$ cat src/token_defines.svh
// Constants for the token semaphore port controller.
`ifndef TOKEN_DEFINES_SVH
`define TOKEN_DEFINES_SVH
`define FLAG_COUNT        8
`define INDEX_WIDTH       3
`define ADDR_WIDTH        19
`define DATA_WIDTH        36
`define LANE_COUNT        4
`define SETUP_CYCLES      4'h1
`define STROBE_CYCLES     4'h2
`define RECOVER_CYCLES    4'h1
`define OP_CLAIM          2'h0
`define OP_RELEASE        2'h1
`define OP_POLL           2'h2
`endif

$ cat src/token_pkg.sv
// Types for the token semaphore port controller.
package token_pkg;
	typedef enum logic [2:0] {
		IDLE_S     = 3'h0,
		SETUP_S    = 3'h1,
		STROBE_S   = 3'h3,
		RECOVER_S  = 3'h2,
		DONE_S     = 3'h6
	} phase_type;
endpackage : token_pkg

$ cat src/token_claim_mem.sv
// Small memory recording which flags this side believes it holds.
`timescale 1ns/1ps
`include "token_defines.svh"
module token_claim_mem (
	// Clock and reset
	input  wire logic                     clk,
	input  wire logic                     sys_rst,
	// Write side
	input  wire logic                     wr_en,
	input  wire logic [`INDEX_WIDTH-1:0]  wr_index,
	input  wire logic                     wr_held,
	// Read side
	input  wire logic [`INDEX_WIDTH-1:0]  rd_index,
	output logic                          rd_held
);
	logic [`FLAG_COUNT-1:0] held_q;
	always_ff @(posedge clk) begin
		if (sys_rst) begin
			held_q <= '0;
		end else if (wr_en) begin
			held_q[wr_index] <= wr_held;
		end
	end
	always_ff @(posedge clk) begin
		if (sys_rst) begin
			rd_held <= 1'b0;
		end else begin
			rd_held <= held_q[rd_index];
		end
	end
endmodule : token_claim_mem

$ cat src/token_port_ctrl.sv
// Port-side controller that claims, polls and releases semaphore tokens.
`timescale 1ns/1ps
`include "token_defines.svh"
module token_port_ctrl
	import token_pkg::*;
(
	// Clock and reset
	input  wire logic                     clk,
	input  wire logic                     sys_rst,
	// Command
	input  wire logic                     cmd_valid,
	input  wire logic [1:0]               cmd_op,
	input  wire logic [`INDEX_WIDTH-1:0]  cmd_index,
	output logic                          cmd_ready,
	output logic                          init_busy,
	output logic                          rsp_valid,
	output logic                          rsp_granted,
	output logic                          rsp_held,
	// Device port pins
	output logic                          token_space_select_n,
	output logic                          chip_enable_low_active,
	output logic                          chip_enable_high_active,
	output logic                          write_n,
	output logic                          output_enable_n,
	output logic [`LANE_COUNT-1:0]        byte_lane_enable_n,
	output logic [`ADDR_WIDTH-1:0]        addr_out,
	output logic [`DATA_WIDTH-1:0]        data_out,
	output logic [`DATA_WIDTH-1:0]        data_oe,
	input  wire logic [`DATA_WIDTH-1:0]   data_in
);
	// ==========================================================
	// Sequencer state
	phase_type                 phase_q;
	logic [3:0]                cnt_q;
	logic                      is_write_q;
	logic                      value_q;
	logic [1:0]                op_q;
	logic [`INDEX_WIDTH-1:0]   index_q;
	logic                      init_q;
	logic                      init_side_done_q;
	logic                      mem_wr;
	logic                      flag_read;
	logic                      unused_held;

	// flag on data
	// Every bit carries the flag; bit zero is taken as representative.
	assign flag_read = data_in[0];

	function automatic logic [3:0] phase_len(input phase_type p);
		unique case (p)
			SETUP_S:   phase_len = `SETUP_CYCLES;
			STROBE_S:  phase_len = `STROBE_CYCLES;
			RECOVER_S: phase_len = `RECOVER_CYCLES;
			default:   phase_len = 4'h1;
		endcase
	endfunction : phase_len

	// ==========================================================
	// Phase sequencing
	// write before read
	// A claim is a write of zero followed by a read-back; a poll is a read only.
	always_ff @(posedge clk) begin
		if (sys_rst) begin
			phase_q    <= IDLE_S;
			cnt_q      <= 4'h0;
			is_write_q <= 1'b0;
			value_q    <= 1'b1;
			op_q       <= `OP_POLL;
			index_q    <= '0;
			init_q     <= 1'b1;
			init_side_done_q <= 1'b0;
		end else begin
			unique case (phase_q)
				IDLE_S: begin
					if (init_q) begin
						phase_q    <= SETUP_S;
						cnt_q      <= `SETUP_CYCLES;
						is_write_q <= 1'b1;
						value_q    <= 1'b1;
						op_q       <= `OP_RELEASE;
					end else if (cmd_valid && !rsp_valid) begin
						// The requester drops its request only after seeing the
						// response, so a request still standing then is the old one.
						phase_q    <= SETUP_S;
						cnt_q      <= `SETUP_CYCLES;
						op_q       <= cmd_op;
						index_q    <= cmd_index;
						is_write_q <= (cmd_op != `OP_POLL);
						value_q    <= (cmd_op == `OP_RELEASE);
					end
				end
				SETUP_S, STROBE_S, RECOVER_S: begin
					if (cnt_q > 4'h1) begin
						cnt_q <= cnt_q - 4'h1;
					end else if (phase_q == SETUP_S) begin
						phase_q <= STROBE_S;
						cnt_q   <= `STROBE_CYCLES;
					end else if (phase_q == STROBE_S) begin
						phase_q <= RECOVER_S;
						cnt_q   <= `RECOVER_CYCLES;
					end else if (is_write_q && op_q == `OP_CLAIM) begin
						// Read back the claim so the result is confirmed.
						phase_q    <= SETUP_S;
						cnt_q      <= `SETUP_CYCLES;
						is_write_q <= 1'b0;
					end else begin
						phase_q <= DONE_S;
					end
				end
				DONE_S: begin
					phase_q <= IDLE_S;
					if (init_q) begin
						index_q <= index_q + 3'h1;
						if (index_q == 3'h7) begin
							init_q <= 1'b0;
							init_side_done_q <= 1'b1;
						end
					end
				end
				default: phase_q <= IDLE_S;
			endcase
		end
	end

	// ==========================================================
	// Pin drive
	// static memory strobes
	always_ff @(posedge clk) begin
		if (sys_rst) begin
			token_space_select_n    <= 1'b1;
			chip_enable_low_active  <= 1'b1;
			chip_enable_high_active <= 1'b0;
			write_n                 <= 1'b1;
			output_enable_n         <= 1'b1;
			byte_lane_enable_n      <= '1;
			addr_out                <= '0;
			data_out                <= '0;
			data_oe                 <= '0;
		end else begin
			chip_enable_low_active  <= 1'b1;
			chip_enable_high_active <= 1'b0;
			addr_out <= {{(`ADDR_WIDTH-`INDEX_WIDTH){1'b0}}, index_q};
			data_out <= {{(`DATA_WIDTH-1){1'b0}}, value_q};
			if (phase_q == SETUP_S || phase_q == STROBE_S) begin
				token_space_select_n <= 1'b0;
				byte_lane_enable_n   <= '0;
				output_enable_n      <= is_write_q;
				write_n              <= !(is_write_q && phase_q == STROBE_S);
				data_oe              <= {`DATA_WIDTH{is_write_q}};
			end else begin
				token_space_select_n <= 1'b1;
				byte_lane_enable_n   <= '1;
				output_enable_n      <= 1'b1;
				write_n              <= 1'b1;
				data_oe              <= '0;
			end
		end
	end

	// ==========================================================
	// Result
	// sample at strobe end
	always_ff @(posedge clk) begin
		if (sys_rst) begin
			rsp_valid   <= 1'b0;
			rsp_granted <= 1'b0;
			rsp_held    <= 1'b0;
			cmd_ready   <= 1'b0;
			init_busy   <= 1'b1;
		end else begin
			cmd_ready <= (phase_q == IDLE_S) && !init_q && !cmd_valid;
			init_busy <= init_q;
			rsp_valid <= (phase_q == DONE_S) && !init_q;
			if (phase_q == STROBE_S && cnt_q == 4'h1 && !is_write_q) begin
				rsp_granted <= !flag_read;
				rsp_held    <= !flag_read;
			end else if (phase_q == STROBE_S && cnt_q == 4'h1 && op_q == `OP_RELEASE) begin
				rsp_granted <= 1'b0;
				rsp_held    <= 1'b0;
			end
		end
	end

	// ==========================================================
	// Ownership record
	// owner only modifies
	assign mem_wr = (phase_q == DONE_S);
	token_claim_mem u_claim (
		.clk      (clk),
		.sys_rst  (sys_rst),
		.wr_en    (mem_wr),
		.wr_index (index_q),
		.wr_held  (rsp_held),
		.rd_index (cmd_index),
		.rd_held  (unused_held)
	);
	logic unused_ok;
	assign unused_ok = unused_held & init_side_done_q;
endmodule : token_port_ctrl

$ cat config.mk
export PLATFORM = sky130hd
export DESIGN_NAME = token_port_ctrl
export DESIGN_NICKNAME = d
export VERILOG_FILES = /design/src/token_pkg.sv /design/src/token_claim_mem.sv /design/src/token_port_ctrl.sv
export VERILOG_INCLUDE_DIRS = /design/src
export SDC_FILE = /design/constraint.sdc
export NUM_CORES = 1
export LEC_CHECK = 0
export BUFFER_PORTS_ARGS = -buffer_cell sky130_fd_sc_hd__buf_4
export CORE_MARGIN = 3
export CORE_UTILIZATION = 40
export CTS_CLUSTER_SIZE = 40
export DETAILED_ROUTE_END_ITERATION = 8
export PLACE_DENSITY = 0.9
export SYNTH_ARGS = -nofsm -noshare
export SYNTH_HDL_FRONTEND = slang
export SYNTH_SLANG_ARGS = --single-unit
$ cat constraint.sdc
create_clock -name clk -period 1.9 [get_ports clk]
set_clock_uncertainty 0.1 [all_clocks]
set_input_delay 0.38 -clock clk [delete_from_list [all_inputs] [get_ports clk]]
set_output_delay 0.38 -clock clk [all_outputs]
set_load 0.1 [all_outputs]
==> results.py <==
metrics = {
    "die": {
        "design.core.area_um2": 4560,
        "dieArea_um2": 5800,
        "die_y_um": 76.2,
        "die_w_um": 76.2,
        "rows": 24,
        "num_io_pins": 149,
        "initial_core_util_pct": 43.1,
    },
    "drt": {
        "viasPerCell": 4.39,
        "ant_nets": 0,
        "first_pass_iters": 4,
        "drt_iter0_markers": 33,
        "wl_per_cell_um": 11.5,
        "routed_wl_um": 3630,
        "drc_errors": 0,
        "vias": 1391,
    },
    "pwr": {
        "p_per_area_nw_per_um2": 1700,
        "finalPower_mw": 3.48,
        "peakVddDrop_uv": 644,
        "leakage_nw": 1.02,
    },
    "logic_synthesis": {
        "yosysSeqAreaShare_pct": 27.4,
        "synth_top_family_by_area": "buffers and inverters",
        "ys_ff_latch": 27,
        "synth_compound_area_share_pct": 12.7,
        "synth_cell_types": 47,
        "synth.avg_cell_area_um2": 8.53,
        "synth_xor_area_share_pct": 0,
        "synth_async_sr_flop_share_pct": 0,
        "ys.flop_type": "dfxtp_1",
        "synth_area_um2": 1970,
        "yosysWarnings": 0,
        "synth_edf_count": 0,
        "synthAdderAreaFrac_pct": 2.54,
        "synthSimpleGateAreaFrac_pct": 16.7,
        "synthMuxAreaShare_pct": 1.72,
        "netlist_instances": 231,
    },
    "critical_path": {
        "cp.required_ns": 1.97,
        "cp.arrival_ns": 1.86,
        "cpMaxStageDelayCell": "dfxtp_1",
        "worst-path-buf-inv": 1,
        "worstPathCellList": "inv_1 -> ha_1 -> or2_2 -> nand2_1 -> o21ai_0 -> o221a_1",
        "cpPeakStageDelay_ns": 0.42,
        "startpoint_type": "flop",
        "endpoint_kind": "flop",
        "crit_type": "reg2reg",
        "crit_family": "simple AND/OR/NAND/NOR gates",
        "crit_fanout": 5,
    },
    "clock_tree": {
        "clk_pin_slew_ns": 0.09,
        "cts_tree": "built",
        "htree_num_levels": 1,
        "cts_inserted_buffers": 3,
        "ctsHoldBuffers": 0,
        "cts_root_buf": "clkbuf_8",
        "max-clock-path-buffers": 2,
        "clkLatencyLatePin_ns": 0.27,
        "clock_sinks": 27,
    },
    "placement": {
        "pre_cts_ws_ns": 0.116,
        "io_buffers": 60,
        "hpwl_um": 2920,
        "place_congestion": 0.901,
    },
    "sta": {
        "tns_ns": 0,
        "setup_violations": 0,
        "finalCritPeriodShare_pct": 94.1,
        "slew_headroom_pct": 65.7,
        "rsz0062_at_grt": "no",
        "hold_viol_final": 0,
        "fin_ws_ns": 0.112,
        "slew_viol_final": 0,
        "max_slew.worst_pin.slew_ns": 0.510,
        "max_freq_ghz": 0.559,
        "timing.final.crit_period_ns": 1.79,
    },
    "global_route": {
        "grt_max_degree": 37,
        "grt_pass1_vias": 1211,
        "grt_pass1_wl_um": 5670,
        "grt.overflow.total": 0,
        "track_usage_pct": 11.4,
        "antenna_found_initial": 0,
    },
    "min_path": {
        "hold_path_class": "in2reg",
    },
    "final_layout": {
        "nets": 301,
        "area_growth_pct": 4.32,
        "antennaDiodeCount": 0,
        "fill_cells": 445,
        "utilization_pct": 45.0,
        "drive_gt1_share_pct": 34.5,
    },
    "run_status": {
        "outcome": "completed",
    },
    "run": {
        "maxCapViolations": 0,
    },
}
## repair_timing
action / in CTS / in global routing
gates resized for setup: 0 / 1
setup endpoints to repair: 0 / 1
buffers inserted: 0 / 0
## power by group
group / switching [mW] / internal (mW)
combinational: 1.92 / 0.481
sequential: 0.0999 / 0.665
clock: 0.176 / 0.147
total: 2.19 / 1.29
## per-layer routing
| metal | part of all wire (%) | vias up | track usage, % |
|---|---|---|---|
| met5 | 0 | - | 0 |
| met4 | 0.99 | 0 | 3.44 |
| met3 | 9.9 | 5 | 2.60 |
| met2 | 53 | 81 | 22.2 |
| met1 | 37 | 638 | 12.0 |
| li1 | - | 667 | - |
## worst register-to-register path: stages (launching register included)
cell     delay [ns]
dfxtp_1        0.42
inv_1          0.06
ha_1           0.24
or2_2          0.31
nand2_1        0.16
o21ai_0        0.15
o221a_1        0.25
## cells in the final DEF (no fill, tap or decap), drive strengths merged, types with 2 or more instances in the layout
cell type,count
dfxtp,27
conb,53
clkbuf,3
o21a,2
a311oi,2
nand2,10
nor4,2
mux2,3
buf,65
o21ai,6
or2,4
nand2b,2
o41ai,2
and3,2
a21oi,9
or3,2
nor2b,4
a21o,2
nand3,5
ha,4
nor2,9
and2b,2
nor3,8
inv,7
a31oi,2
## cells in the mapped netlist (2+ instances only)
library cell	number	share of area, %
o41ai_1	2	0.89
o21ai_0	5	1.3
nand3_1	5	1.3
buf_4	93	35
and3_1	2	0.64
a21oi_1	8	2.0
nor2b_1	4	1.3
inv_1	7	1.3
or2_2	4	1.3
a21o_1	2	0.76
buf_2	3	0.76
nand2b_1	2	0.64
conb_1	2	0.38
dfxtp_1	27	27
a31oi_1	2	0.64
nor2_1	9	1.7
nor3_1	7	1.8
nand2_1	10	1.9
o21a_1	2	0.76
mux2_2	3	1.7
a311oi_1	2	0.89
ha_1	4	2.5
nor4_1	2	0.64
## kinds of logic after synthesis
logic type,after synthesis
other,2
buffers and inverters,106
adder cells (fa/ha/maj),4
AO/OA/AOI/OAI,33
multiplexers,3
flip-flops,27
AND/OR/NAND/NOR,56
## layout make-up
cell class                      count  area, um2  share of cell area (%)
Clock inverter                      1       5.00                   0.244
Tap cell                           65       81.3                    3.96
Sequential cell                    27        543                    26.4
Clock buffer                        3       41.3                    2.01
Timing Repair Buffer               65        488                    23.8
Multi-Input combinational cell    149        870                    42.3
Inverter                            7       26.3                    1.28
## through the flow
step	hold slack, ns	area [um2]	instances
after floorplan	0.338	2160	282
after global placement	0.356	2000	313
after detailed placement	0.367	2000	313
after CTS	0.190	2050	317
after global routing	0.186	2050	317
final	0.196	2050	317
## worst paths after layout
path	cells past startpoint	endpoint	slack, ns	startpoint
setup / recovery	6	cnt_q[0]$_SDFFE_PP0P_	0.11	cnt_q[0]$_SDFFE_PP0P_
hold / removal	2	cmd_ready$_SDFF_PP0_	0.20	cmd_valid
setup reg to reg	6	cnt_q[0]$_SDFFE_PP0P_	0.11	cnt_q[0]$_SDFFE_PP0P_
hold reg to reg	1	data_out[0]$_SDFF_PP0_	0.38	value_q$_SDFFE_PP1P_
## sequential cells by signal, indices dropped and copies added (netlist names)
signal	count
addr_out	3
byte_lane_enable_n	1
cmd_ready	1
cnt_q	4
data_oe	1
data_out	1
index_q	3
init_busy	1
init_q	1
is_write_q	1
op_q	2
output_enable_n	1
phase_q	3
rsp_held	1
rsp_valid	1
value_q	1
write_n	1
(Power assumes the default switching activity.)
